**config.mk**
```make
export PLATFORM = sky130hd
export DESIGN_NAME = pru_pin_route_unit
export DESIGN_NICKNAME = d
export VERILOG_FILES = /design/src/shared/pru_pkg.sv /design/src/hw/pru_reg_bank.sv /design/src/hw/pru_pin_route_unit.sv
export VERILOG_INCLUDE_DIRS = /design/src /design/src/shared
export SDC_FILE = /design/constraint.sdc
export NUM_CORES = 1
export LEC_CHECK = 0
export BUFFER_PORTS_ARGS = -buffer_cell sky130_fd_sc_hd__buf_2
export CAP_MARGIN = 5
export CORE_UTILIZATION = 35
export DETAILED_ROUTE_END_ITERATION = 10
export PLACE_DENSITY = 0.66
export RECOVER_POWER = 25
export SYNTH_ARGS = -nofsm -noshare
export SYNTH_HDL_FRONTEND = slang
export SYNTH_HIERARCHICAL = 1
export SYNTH_SLANG_ARGS = --single-unit
export TNS_END_PERCENT = 100
```
**constraint.sdc**
```tcl
create_clock -name clk_i -period 2.3 [get_ports clk_i]
set_clock_uncertainty 0.15 [all_clocks]
set_input_delay 0.23 -clock clk_i [delete_from_list [all_inputs] [get_ports clk_i]]
set_output_delay 0.23 -clock clk_i [all_outputs]
set_load 0.05 [all_outputs]
```
**src/shared/pru_map.svh**
```systemverilog
// register map, field positions, reset values and pin positions of the pin route unit
`ifndef PRU_MAP_SVH
`define PRU_MAP_SVH

// =====================================================================
// register indices (byte address is four times the index)
`define PRU_IDX_EVENT 6'h00
`define PRU_IDX_CELL 6'h01
`define PRU_IDX_SERIAL 6'h02
`define PRU_IDX_TWOSYNC 6'h03
`define PRU_IDX_TIMER_A 6'h04
`define PRU_IDX_TIMER_B 6'h05

// =====================================================================
// implemented bits of each register
`define PRU_MASK_EVENT 8'h3f
`define PRU_MASK_CELL 8'h0f
`define PRU_MASK_SERIAL 8'hff
`define PRU_MASK_TWOSYNC 8'h33
`define PRU_MASK_TIMER_A 8'h07
`define PRU_MASK_TIMER_B 8'h0f

// =====================================================================
// reset value of every route register
`define PRU_RST_ROUTE 8'h00

// =====================================================================
// field positions
`define PRU_SYNC_SER_POS 0
`define PRU_TWO_WIRE_POS 4
`define PRU_TIMER_A_POS 0

// =====================================================================
// port indices and pin positions
`define PRU_PORT_A 3'h0
`define PRU_PORT_B 3'h1
`define PRU_PORT_C 3'h2
`define PRU_PORT_D 3'h3
`define PRU_PORT_E 3'h4
`define PRU_PORT_F 3'h5
`define PRU_EV_PIN_DEF 3'h2
`define PRU_EV_PIN_ALT 3'h7
`define PRU_CELL_PIN_DEF 3'h3
`define PRU_CELL_PIN_ALT 3'h6
`define PRU_ALT_LANE_BASE 3'h4
`define PRU_TWO_WIRE_BASE 3'h2
`define PRU_TIMER_A_LAST 3'h5

`endif

```
**src/shared/pru_pkg.sv**
```systemverilog
// types shared by the pin route unit files
package pru_pkg;

    // =================================================================
    // up to four signal lanes of one peripheral
    typedef struct packed {
        logic [3:0] val;
        logic [3:0] oe;
    } pru_lane4_t;

    // =================================================================
    // the six route registers
    typedef struct packed {
        logic [7:0] event_route;
        logic [7:0] cell_route;
        logic [7:0] serial_route;
        logic [7:0] twosync_route;
        logic [7:0] timer_a_route;
        logic [7:0] timer_b_route;
    } pru_route_cfg_t;

    // =================================================================
    // two-bit location codes
    typedef enum logic [1:0] {
        PRU_LOC_DEFAULT = 2'b00,
        PRU_LOC_ALTERNATE_FIRST = 2'b01,
        PRU_LOC_ALTERNATE_SECOND = 2'b10,
        PRU_LOC_NONE = 2'b11
    } pru_loc_t;

    // bus slave states
    typedef enum logic [0:0] {
        PRU_BUS_IDLE = 1'b0,
        PRU_BUS_ACK = 1'b1
    } pru_bus_state_t;

endpackage : pru_pkg

```
**src/hw/pru_reg_bank.sv**
```systemverilog
// wishbone slave holding the six route registers
`timescale 1ns/1ns
`include "pru_map.svh"

module pru_reg_bank
(
    input wire logic clk_i,
    input wire logic rst_i,
    input wire logic wb_cyc_i,
    input wire logic wb_stb_i,
    input wire logic wb_we_i,
    input wire logic [7:0] wb_adr_i,
    input wire logic [3:0] wb_sel_i,
    input wire logic [31:0] wb_dat_i,
    output logic [31:0] wb_dat_o,
    output logic wb_ack_o,
    output pru_pkg::pru_route_cfg_t cfg_o
);

    // =================================================================
    // decoding
    // implemented-bit mask of a register index, zero when unmapped
    function automatic logic [7:0] reg_mask(input logic [5:0] idx);
        case (idx)
            `PRU_IDX_EVENT: reg_mask = `PRU_MASK_EVENT;
            `PRU_IDX_CELL: reg_mask = `PRU_MASK_CELL;
            `PRU_IDX_SERIAL: reg_mask = `PRU_MASK_SERIAL;
            `PRU_IDX_TWOSYNC: reg_mask = `PRU_MASK_TWOSYNC;
            `PRU_IDX_TIMER_A: reg_mask = `PRU_MASK_TIMER_A;
            `PRU_IDX_TIMER_B: reg_mask = `PRU_MASK_TIMER_B;
            default: reg_mask = 8'h00;
        endcase
    endfunction : reg_mask

    pru_pkg::pru_bus_state_t state_ff, nxt_state;
    logic [7:0] regs_ff [6];
    logic [7:0] nxt_regs [6];
    logic [31:0] dat_ff, nxt_dat;
    logic [5:0] idx;
    logic [7:0] mask;
    logic take;

    assign idx = wb_adr_i[7:2];
    assign mask = reg_mask(idx);
    assign take = wb_cyc_i && wb_stb_i && (state_ff == pru_pkg::PRU_BUS_IDLE);

    // =================================================================
    // next state: write on take, ack one cycle later for one cycle
    always_comb
    begin
        nxt_state = state_ff;
        nxt_dat = dat_ff;
        for (int i = 0; i < 6; i++)
        begin
            nxt_regs[i] = regs_ff[i];
        end
        case (state_ff)
            pru_pkg::PRU_BUS_IDLE:
            begin
                if (take)
                begin
                    nxt_state = pru_pkg::PRU_BUS_ACK;
                    nxt_dat = '0;
                    if (mask != 8'h00)
                    begin
                        nxt_dat = {24'h000000, regs_ff[idx[2:0]] & mask};
                        if (wb_we_i && wb_sel_i[0])
                        begin
                            nxt_regs[idx[2:0]] = wb_dat_i[7:0] & mask;
                        end
                    end
                end
            end
            pru_pkg::PRU_BUS_ACK: nxt_state = pru_pkg::PRU_BUS_IDLE;
            default: nxt_state = pru_pkg::PRU_BUS_IDLE;
        endcase
    end

    // registers
    always_ff @(posedge clk_i)
    begin
        if (rst_i)
        begin
            state_ff <= pru_pkg::PRU_BUS_IDLE;
            dat_ff <= 32'h00000000;
            for (int i = 0; i < 6; i++)
            begin
                regs_ff[i] <= `PRU_RST_ROUTE;
            end
        end
        else
        begin
            state_ff <= nxt_state;
            dat_ff <= nxt_dat;
            for (int i = 0; i < 6; i++)
            begin
                regs_ff[i] <= nxt_regs[i];
            end
        end
    end

    assign wb_ack_o = (state_ff == pru_pkg::PRU_BUS_ACK);
    assign wb_dat_o = dat_ff;
    assign cfg_o = '{regs_ff[0], regs_ff[1], regs_ff[2], regs_ff[3], regs_ff[4], regs_ff[5]};

endmodule : pru_reg_bank

```
**src/hw/pru_pin_route_unit.sv**
```systemverilog
// pin route unit: steers peripheral signals onto port pins
//
// Implementation choice: register access over Wishbone.
`timescale 1ns/1ns
`include "pru_map.svh"

module pru_pin_route_unit
(
    input wire logic clk_i,
    input wire logic rst_i,
    input wire logic wb_cyc_i,
    input wire logic wb_stb_i,
    input wire logic wb_we_i,
    input wire logic [7:0] wb_adr_i,
    input wire logic [3:0] wb_sel_i,
    input wire logic [31:0] wb_dat_i,
    output logic [31:0] wb_dat_o,
    output logic wb_ack_o,
    input wire logic [5:0] event_val_i,
    input wire logic [5:0] event_oe_i,
    input wire logic [3:0] cell_val_i,
    input wire logic [3:0] cell_oe_i,
    input wire pru_pkg::pru_lane4_t [3:0] serial_drv_i,
    output logic [3:0][3:0] serial_in_o,
    input wire pru_pkg::pru_lane4_t sync_serial_drv_i,
    output logic [3:0] sync_serial_in_o,
    input wire pru_pkg::pru_lane4_t two_wire_host_drv_i,
    output logic [1:0] two_wire_host_in_o,
    input wire pru_pkg::pru_lane4_t two_wire_client_drv_i,
    output logic [1:0] two_wire_client_in_o,
    input wire logic [5:0] timer_a_val_i,
    input wire logic [5:0] timer_a_oe_i,
    input wire logic [3:0] timer_b_val_i,
    input wire logic [3:0] timer_b_oe_i,
    input wire logic [5:0][7:0] pin_in_i,
    output logic [5:0][7:0] pin_val_o,
    output logic [5:0][7:0] pin_oe_o
);

    // =================================================================
    // pin placement tables
    localparam logic [2:0] EV_PORT [6] = '{`PRU_PORT_A, `PRU_PORT_B, `PRU_PORT_C,
                                           `PRU_PORT_D, `PRU_PORT_E, `PRU_PORT_F};
    localparam logic [5:0] EV_HAS_ALT = 6'h0d;
    localparam logic [2:0] CELL_PORT [4] = '{`PRU_PORT_A, `PRU_PORT_C,
                                             `PRU_PORT_D, `PRU_PORT_F};
    localparam logic [2:0] SER_PORT [4] = '{`PRU_PORT_A, `PRU_PORT_C,
                                            `PRU_PORT_F, `PRU_PORT_B};
    localparam logic [2:0] SER_ALT_LANES [4] = '{3'h4, 3'h4, 3'h3, 3'h2};
    localparam logic [2:0] TB_DEF_PORT [4] = '{`PRU_PORT_A, `PRU_PORT_A,
                                               `PRU_PORT_C, `PRU_PORT_B};
    localparam logic [2:0] TB_DEF_PIN [4] = '{3'h2, 3'h3, 3'h0, 3'h5};
    localparam logic [2:0] TB_ALT_PORT [4] = '{`PRU_PORT_F, `PRU_PORT_F,
                                               `PRU_PORT_B, `PRU_PORT_C};
    localparam logic [2:0] TB_ALT_PIN [4] = '{3'h4, 3'h5, 3'h4, 3'h1};

    // =================================================================
    // register bank
    pru_pkg::pru_route_cfg_t cfg;

    pru_reg_bank u_regs
    (
        .clk_i(clk_i),
        .rst_i(rst_i),
        .wb_cyc_i(wb_cyc_i),
        .wb_stb_i(wb_stb_i),
        .wb_we_i(wb_we_i),
        .wb_adr_i(wb_adr_i),
        .wb_sel_i(wb_sel_i),
        .wb_dat_i(wb_dat_i),
        .wb_dat_o(wb_dat_o),
        .wb_ack_o(wb_ack_o),
        .cfg_o(cfg)
    );

    // =================================================================
    // pin input synchroniser, first stage read only by the second
    logic [5:0][7:0] pin_meta_ff, pin_sync_ff;

    always_ff @(posedge clk_i)
    begin
        if (rst_i)
        begin
            pin_meta_ff <= '0;
            pin_sync_ff <= '0;
        end
        else
        begin
            pin_meta_ff <= pin_in_i;
            pin_sync_ff <= pin_meta_ff;
        end
    end

    // =================================================================
    // location decode of the two-bit fields and the three-bit timer A field: port, base pin, lane count
    logic [1:0] ss_code, tw_code;
    logic [2:0] ta_code;

    assign ss_code = cfg.twosync_route[`PRU_SYNC_SER_POS +: 2];
    assign tw_code = cfg.twosync_route[`PRU_TWO_WIRE_POS +: 2];
    assign ta_code = cfg.timer_a_route[`PRU_TIMER_A_POS +: 3];

    // serial lane l of port s with code c: 1 if the lane has a pin
    function automatic logic ser_lane_on(input logic [1:0] c, input int s, input int l);
        case (c)
            pru_pkg::PRU_LOC_DEFAULT: ser_lane_on = 1'b1;
            pru_pkg::PRU_LOC_ALTERNATE_FIRST: ser_lane_on = (3'(l) < SER_ALT_LANES[s]);
            default: ser_lane_on = 1'b0;
        endcase
    endfunction : ser_lane_on

    function automatic logic [2:0] ser_lane_pin(input logic [1:0] c, input int l);
        ser_lane_pin = (c == pru_pkg::PRU_LOC_ALTERNATE_FIRST) ? `PRU_ALT_LANE_BASE + 3'(l) : 3'(l);
    endfunction : ser_lane_pin

    // =================================================================
    // drive: lowest priority first, later placements win on a clash
    logic [5:0][7:0] nxt_pin_val, nxt_pin_oe;
    logic [5:0][7:0] pin_val_ff, pin_oe_ff;

    always_comb
    begin
        logic [2:0] pin;
        logic [2:0] port;
        pin = 3'h0;
        port = 3'h0;
        nxt_pin_val = '0;
        nxt_pin_oe = '0;
        // event outputs; alternate only where the port has one
        for (int e = 0; e < 6; e++)
        begin
            pin = (cfg.event_route[e] && EV_HAS_ALT[e]) ? `PRU_EV_PIN_ALT
                                                        : `PRU_EV_PIN_DEF;
            nxt_pin_val[EV_PORT[e]][pin] = event_val_i[e];
            nxt_pin_oe[EV_PORT[e]][pin] = event_oe_i[e];
        end
        // logic cell outputs
        for (int c = 0; c < 4; c++)
        begin
            pin = cfg.cell_route[c] ? `PRU_CELL_PIN_ALT : `PRU_CELL_PIN_DEF;
            nxt_pin_val[CELL_PORT[c]][pin] = cell_val_i[c];
            nxt_pin_oe[CELL_PORT[c]][pin] = cell_oe_i[c];
        end
        // timer B outputs
        for (int t = 0; t < 4; t++)
        begin
            port = cfg.timer_b_route[t] ? TB_ALT_PORT[t] : TB_DEF_PORT[t];
            pin = cfg.timer_b_route[t] ? TB_ALT_PIN[t] : TB_DEF_PIN[t];
            nxt_pin_val[port][pin] = timer_b_val_i[t];
            nxt_pin_oe[port][pin] = timer_b_oe_i[t];
        end
        // timer A outputs, reserved codes leave them unplaced
        if (ta_code <= `PRU_TIMER_A_LAST)
        begin
            for (int t = 0; t < 6; t++)
            begin
                nxt_pin_val[ta_code][t] = timer_a_val_i[t];
                nxt_pin_oe[ta_code][t] = timer_a_oe_i[t];
            end
        end
        // serial ports, reserved code treated as unconnected
        for (int s = 0; s < 4; s++)
        begin
            for (int l = 0; l < 4; l++)
            begin
                if (ser_lane_on(cfg.serial_route[2*s +: 2], s, l))
                begin
                    pin = ser_lane_pin(cfg.serial_route[2*s +: 2], l);
                    nxt_pin_val[SER_PORT[s]][pin] = serial_drv_i[s].val[l];
                    nxt_pin_oe[SER_PORT[s]][pin] = serial_drv_i[s].oe[l];
                end
            end
        end
        // synchronous serial port
        case (ss_code)
            pru_pkg::PRU_LOC_DEFAULT: port = `PRU_PORT_A;
            pru_pkg::PRU_LOC_ALTERNATE_FIRST: port = `PRU_PORT_C;
            pru_pkg::PRU_LOC_ALTERNATE_SECOND: port = `PRU_PORT_E;
            default: port = `PRU_PORT_A;
        endcase
        if (ss_code != pru_pkg::PRU_LOC_NONE)
        begin
            for (int l = 0; l < 4; l++)
            begin
                pin = (ss_code == pru_pkg::PRU_LOC_DEFAULT) ? `PRU_ALT_LANE_BASE + 3'(l)
                                                            : 3'(l);
                nxt_pin_val[port][pin] = sync_serial_drv_i.val[l];
                nxt_pin_oe[port][pin] = sync_serial_drv_i.oe[l];
            end
        end
        // two-wire host and client pairs, highest priority
        if (tw_code != pru_pkg::PRU_LOC_NONE)
        begin
            for (int l = 0; l < 2; l++)
            begin
                pin = `PRU_TWO_WIRE_BASE + 3'(l);
                port = (tw_code == pru_pkg::PRU_LOC_ALTERNATE_SECOND) ? `PRU_PORT_C : `PRU_PORT_A;
                nxt_pin_val[port][pin] = two_wire_host_drv_i.val[l];
                nxt_pin_oe[port][pin] = two_wire_host_drv_i.oe[l];
                port = (tw_code == pru_pkg::PRU_LOC_DEFAULT) ? `PRU_PORT_C : `PRU_PORT_F;
                nxt_pin_val[port][pin] = two_wire_client_drv_i.val[l];
                nxt_pin_oe[port][pin] = two_wire_client_drv_i.oe[l];
            end
        end
    end

    // =================================================================
    // return path: synchronised pins back to the selected peripherals
    logic [3:0][3:0] nxt_ser_in, ser_in_ff;
    logic [3:0] nxt_ss_in, ss_in_ff;
    logic [1:0] nxt_twh_in, twh_in_ff, nxt_twc_in, twc_in_ff;

    always_comb
    begin
        logic [2:0] rport;
        rport = 3'h0;
        nxt_ser_in = '0;
        nxt_ss_in = '0;
        nxt_twh_in = '0;
        nxt_twc_in = '0;
        for (int s = 0; s < 4; s++)
        begin
            for (int l = 0; l < 4; l++)
            begin
                if (ser_lane_on(cfg.serial_route[2*s +: 2], s, l))
                begin
                    nxt_ser_in[s][l] = pin_sync_ff[SER_PORT[s]]
                                                 [ser_lane_pin(cfg.serial_route[2*s +: 2], l)];
                end
            end
        end
        case (ss_code)
            pru_pkg::PRU_LOC_DEFAULT: nxt_ss_in = pin_sync_ff[`PRU_PORT_A][7:4];
            pru_pkg::PRU_LOC_ALTERNATE_FIRST: nxt_ss_in = pin_sync_ff[`PRU_PORT_C][3:0];
            pru_pkg::PRU_LOC_ALTERNATE_SECOND: nxt_ss_in = pin_sync_ff[`PRU_PORT_E][3:0];
            default: nxt_ss_in = 4'h0;
        endcase
        if (tw_code != pru_pkg::PRU_LOC_NONE)
        begin
            rport = (tw_code == pru_pkg::PRU_LOC_ALTERNATE_SECOND) ? `PRU_PORT_C : `PRU_PORT_A;
            nxt_twh_in = pin_sync_ff[rport][3:2];
            rport = (tw_code == pru_pkg::PRU_LOC_DEFAULT) ? `PRU_PORT_C : `PRU_PORT_F;
            nxt_twc_in = pin_sync_ff[rport][3:2];
        end
    end

    // =================================================================
    // output registers
    always_ff @(posedge clk_i)
    begin
        if (rst_i)
        begin
            pin_val_ff <= '0;
            pin_oe_ff <= '0;
            ser_in_ff <= '0;
            ss_in_ff <= '0;
            twh_in_ff <= '0;
            twc_in_ff <= '0;
        end
        else
        begin
            pin_val_ff <= nxt_pin_val;
            pin_oe_ff <= nxt_pin_oe;
            ser_in_ff <= nxt_ser_in;
            ss_in_ff <= nxt_ss_in;
            twh_in_ff <= nxt_twh_in;
            twc_in_ff <= nxt_twc_in;
        end
    end

    assign pin_val_o = pin_val_ff;
    assign pin_oe_o = pin_oe_ff;
    assign serial_in_o = ser_in_ff;
    assign sync_serial_in_o = ss_in_ff;
    assign two_wire_host_in_o = twh_in_ff;
    assign two_wire_client_in_o = twc_in_ff;

endmodule : pru_pin_route_unit

```
==> results of run 1 <==
## repair_timing
action                                  CTS  global route
endpoints found under the hold margin   143             1
endpoints found under the setup margin    0            21
hold buffers                            147             1
resized for setup                         0             7
setup buffers                             0             8
## final cells by class
cell class	count	share of cell area
multi-input cells	622	0.300
flip-flops and latches	224	0.356
well taps	319	0.0317
inverters	5	0.00149
clock inverters	12	0.00895
clock buffers	32	0.0550
repair buffers	456	0.246
diodes	6	0.00119
## stage by stage
stage,cells,total power [mW],instance area (um2),hold WS [ps]
after floorplan,931,4.67,8690,197
after global placement,1472,4.95,10300,259
after detailed placement,1472,4.96,10300,270
after CTS,1663,9.02,12600,30.6
after global routing,1675,9.25,12600,42.0
final,1676,8.97,12600,15.1
## tightest hold or removal path, cell delays in order
cell and delay (ps):
buf_2 70, mux2_2 140, mux2i_1 80, nor2_1 120
## path summary, 6_finish.rpt
kind,from,endpoint,slack [ps],cells past startpoint
worst max-delay path,u_regs/regs_ff[4][1],pin_oe_o[43],-10,6
worst min-delay path,event_val_i[4],pin_val_o[34],20,4
worst min register to register,pin_sync_ff[10],serial_in_o[14],280,1
worst max register to register,u_regs/regs_ff[4][1],pin_oe_o[43],-10,6
## routing by layer
layer / vias to the layer above / track usage / part of all wire
li1: 3921 / - / -
met1: 3764 / 0.266 / 0.39
met2: 443 / 0.385 / 0.47
met3: 130 / 0.0544 / 0.081
met4: 4 / 0.146 / 0.056
met5: - / 0 / 0.00076
## registers in the layout, summed over array words and instances (netlist names)
register and flops:
pin_sync_ff 33, pin_meta_ff 33, serial_in_o 16, two_wire_client_in_o 2, u_regs/wb_ack_o 1, two_wire_host_in_o 2, pin_val_o 48, pin_oe_o 48
sync_serial_in_o 4, u_regs/regs_ff 29, u_regs/wb_dat_o 8
## power groups by stage
stage                     logic [mW]  registers, mW  clock network, mW
after floorplan                0.322           4.35                  0
after global placement         0.832           4.12                  0
after CTS                       1.03           4.04               3.95
after detailed placement       0.836           4.12                  0
after global routing            1.10           4.05               4.11
final                           1.04           4.04               3.89
==> results.json, run 1 <==
{
  "status": "finished, violations left",
  "violations": "setup timing",
  "period_share": 1.01,
  "crit_path_start_kind": "register",
  "crit_fanout": 10,
  "maxCapViolCount": 0,
  "clock.fmax_ghz": 0.432,
  "drt-total-wl_um": 30300,
  "end_kind": "register",
  "multi_input_area_mm2": 0.00377,
  "drive_gt1_frac": 0.256,
  "cp.required_ps": 2560,
  "synth_area_mm2": 0.00857,
  "path_cells": "buf_4, and3b_1, nor2_1, a221oi_1, o2bb2ai_1, dlygate4sd3_1",
  "viasPerCell": 4.93,
  "port_buffers": 269,
  "cp_slowest_cell": "dlygate4sd3_1",
  "power.density_mw_per_mm2": 713,
  "final_util": 0.530,
  "critPathKind": "register to register",
  "grt_remaining_overflow": 0,
  "seqCellArea_mm2": 0.00448,
  "routedWlPerCell_um": 18.1,
  "final_common_cell": "buf_2",
  "num_io_pins": 346,
  "crit_arrival_ps": 2580,
  "first_iter_violations": 432,
  "pwr-share-comb": 0.116,
  "place_worst_setup_slack_ps": 219,
  "start_util": 0.361,
  "cp_num_buf_inv": 2,
  "rows": 56,
  "slew_viol_final": 0,
  "worstMarginPinSlew_ps": 804,
  "maxSlewHeadroom": 0.464,
  "slowest_delay_ps": 560,
  "power_frac_clock": 0.434,
  "nets": 1527,
  "dr.pass1.iters": 6,
  "seqPwrFrac": 0.450,
  "cts.sinks": 224,
  "hp-class": "input pin to register",
  "cpLargestDelayFamily": "buffers and inverters",
  "vias": 8262,
  "antenna_found_initial": 7,
  "clockRootBuffer": "clkbuf_16",
  "tns_ps": -12.5,
  "setup_viol": 1,
  "die_x_um": 158,
  "rsz0062_at_grt": "yes",
  "yosys_warnings": 6,
  "gp_congestion": 0.873,
  "cts_tree": "built",
  "final_antenna_net_count": 0,
  "dp_hpwl_um": 20700,
  "cts_buffers": 25,
  "syn_to_final_growth_pct": 46.9,
  "insertion_delay_ps": 530,
  "track_usage": 0.231,
  "peakVddDrop_v": 0.000501,
  "fillers": 2150,
  "synth_cells": 899,
  "htree_levels": 1,
  "switching_share": 0.260,
  "clkTransAtPathRegs_ps": 60,
  "internal_power_mw": 6.63,
  "report.final.hold_viol_count": 0,
  "grt_first_pass_wirelength_um": 43700,
  "grt_pass1_vias": 8115,
  "die_h_um": 158,
  "final_cell_mix": "buf_2 (239), dfxtp_1 (224), dlygate4sd3_1 (146)",
  "drc": 0,
  "coreArea_mm2": 0.0238,
  "clockBufferDepth": 3,
  "dieArea_mm2": 0.0251,
  "syn_area_per_cell_um2": 9.53,
  "p_leak_nw": 5.41,
  "netSwitchingPower_mw": 2.33,
  "post-route-min-period_ps": 2310,
  "grt_max_degree": 79,
  "setup_slack_ps": -12.5
}
(Power assumes the default switching activity.)
==> run 2: changes to the inputs <==
- SETUP_SLACK_MARGIN: default -> 0.2
==> results.json, run 2 (synthesized netlist as in run 1, its figures left out) <==
{
  "setup_viol": 0,
  "die_x_um": 158,
  "drc": 0,
  "critPathKind": "register to register",
  "coreArea_mm2": 0.0238,
  "end_kind": "register",
  "peakVddDrop_v": 0.000559,
  "start_util": 0.361,
  "internal_power_mw": 6.59,
  "grt_remaining_overflow": 0,
  "drt-total-wl_um": 28700,
  "final_util": 0.516,
  "routedWlPerCell_um": 17.5,
  "hp-class": "input pin to register",
  "first_iter_violations": 517,
  "die_h_um": 158,
  "power_frac_clock": 0.424,
  "worstMarginPinSlew_ps": 785,
  "crit_arrival_ps": 2230,
  "status": "finished clean",
  "crit_path_start_kind": "register",
  "antenna_found_initial": 5,
  "cts_tree": "built",
  "track_usage": 0.222,
  "dr.pass1.iters": 5,
  "grt_max_degree": 104,
  "slowest_delay_ps": 670,
  "p_leak_nw": 5.30,
  "htree_levels": 1,
  "gp_congestion": 0.888,
  "dp_hpwl_um": 20400,
  "port_buffers": 269,
  "vias": 7960,
  "power.density_mw_per_mm2": 716,
  "final_antenna_net_count": 0,
  "tns_ps": 0,
  "final_common_cell": "buf_2",
  "clockBufferDepth": 3,
  "slew_viol_final": 0,
  "grt_first_pass_wirelength_um": 42500,
  "clockRootBuffer": "clkbuf_16",
  "crit_fanout": 11,
  "cpLargestDelayFamily": "simple AND/OR/NAND/NOR gates",
  "rsz0062_at_grt": "no",
  "insertion_delay_ps": 510,
  "cp.required_ps": 2520,
  "grt_pass1_vias": 7703,
  "cts_buffers": 23,
  "netSwitchingPower_mw": 2.19,
  "drive_gt1_frac": 0.261,
  "final_cell_mix": "buf_2 (255), dfxtp_1 (222), dlygate4sd3_1 (127)",
  "seqPwrFrac": 0.460,
  "num_io_pins": 346,
  "viasPerCell": 4.86,
  "report.final.hold_viol_count": 0,
  "cp_num_buf_inv": 0,
  "maxSlewHeadroom": 0.477,
  "pwr-share-comb": 0.116,
  "post-route-min-period_ps": 2010,
  "maxCapViolCount": 0,
  "rows": 56,
  "clkTransAtPathRegs_ps": 60,
  "syn_to_final_growth_pct": 43.2,
  "cts.sinks": 224,
  "cp_slowest_cell": "or2_0",
  "period_share": 0.873,
  "clock.fmax_ghz": 0.498,
  "switching_share": 0.249,
  "nets": 1491,
  "dieArea_mm2": 0.0251,
  "path_cells": "or2_0, and3_1, o2bb2ai_1"
}
==> run 2: path summary, 6_finish.rpt <==
check / slack, ps / startpoint / to / depth (start not counted)
worst min-delay path: 30 / serial_drv_i[22] / pin_val_o[42] / 3
worst min register to register: 270 / pin_sync_ff[11] / serial_in_o[15] / 1
worst max-delay path: 290 / u_regs/regs_ff[2][5] / pin_val_o[42] / 3
worst max register to register: 290 / u_regs/regs_ff[2][5] / pin_val_o[42] / 3
==> run 2: tightest hold or removal path, cell delays in order <==
cell and delay, ps:
buf_2 110, o21ai_0 170, o2bb2ai_1 110
==> run 2: layout make-up <==
cell class	count	area [um2]
repair buffers	422	2830
multi-input cells	622	3760
diodes	4	10.0
inverters	5	18.8
clock inverters	5	57.6
well taps	319	399
flip-flops and latches	224	4490
clock buffers	36	704
fillers	2187	11500
==> run 2: routing by layer <==
layer	track usage	share of wire	vias to the layer above
met1	0.262	0.40	3576
met3	0.0536	0.079	108
met2	0.371	0.46	427
met5	0	0.00045	-
li1	-	-	3847
met4	0.122	0.054	2
==> run 2: timing repair <==
action / CTS / global route
resized for setup: 0 / 4
hold buffers: 127 / 0
hold endpoints to repair: 139 / 0
buffers inserted: 0 / 3
endpoints found under the setup margin: 0 / 11
==> run 2: power groups by stage <==
stage,registers (mW),clock network (mW),logic [mW]
floorplan,4.35,0,0.322
global placement,4.12,0,0.829
detailed placement,4.12,0,0.832
CTS,4.03,3.80,1.01
global route,4.04,3.97,1.08
finish,4.03,3.72,1.02
==> run 2: through the flow <==
| stage | std cells | power [mW] | setup slack (ps) | hold WS [ps] | area (um2) |
|---|---|---|---|---|---|
| after floorplan | 931 | 4.67 | 256 | 197 | 8690 |
| after global placement | 1462 | 4.95 | 127 | 260 | 10200 |
| after detailed placement | 1462 | 4.95 | 125 | 262 | 10200 |
| after CTS | 1630 | 8.84 | 246 | 10.4 | 12200 |
| after global routing | 1637 | 9.09 | 214 | 27.8 | 12300 |
| final | 1637 | 8.77 | 291 | 29.7 | 12300 |
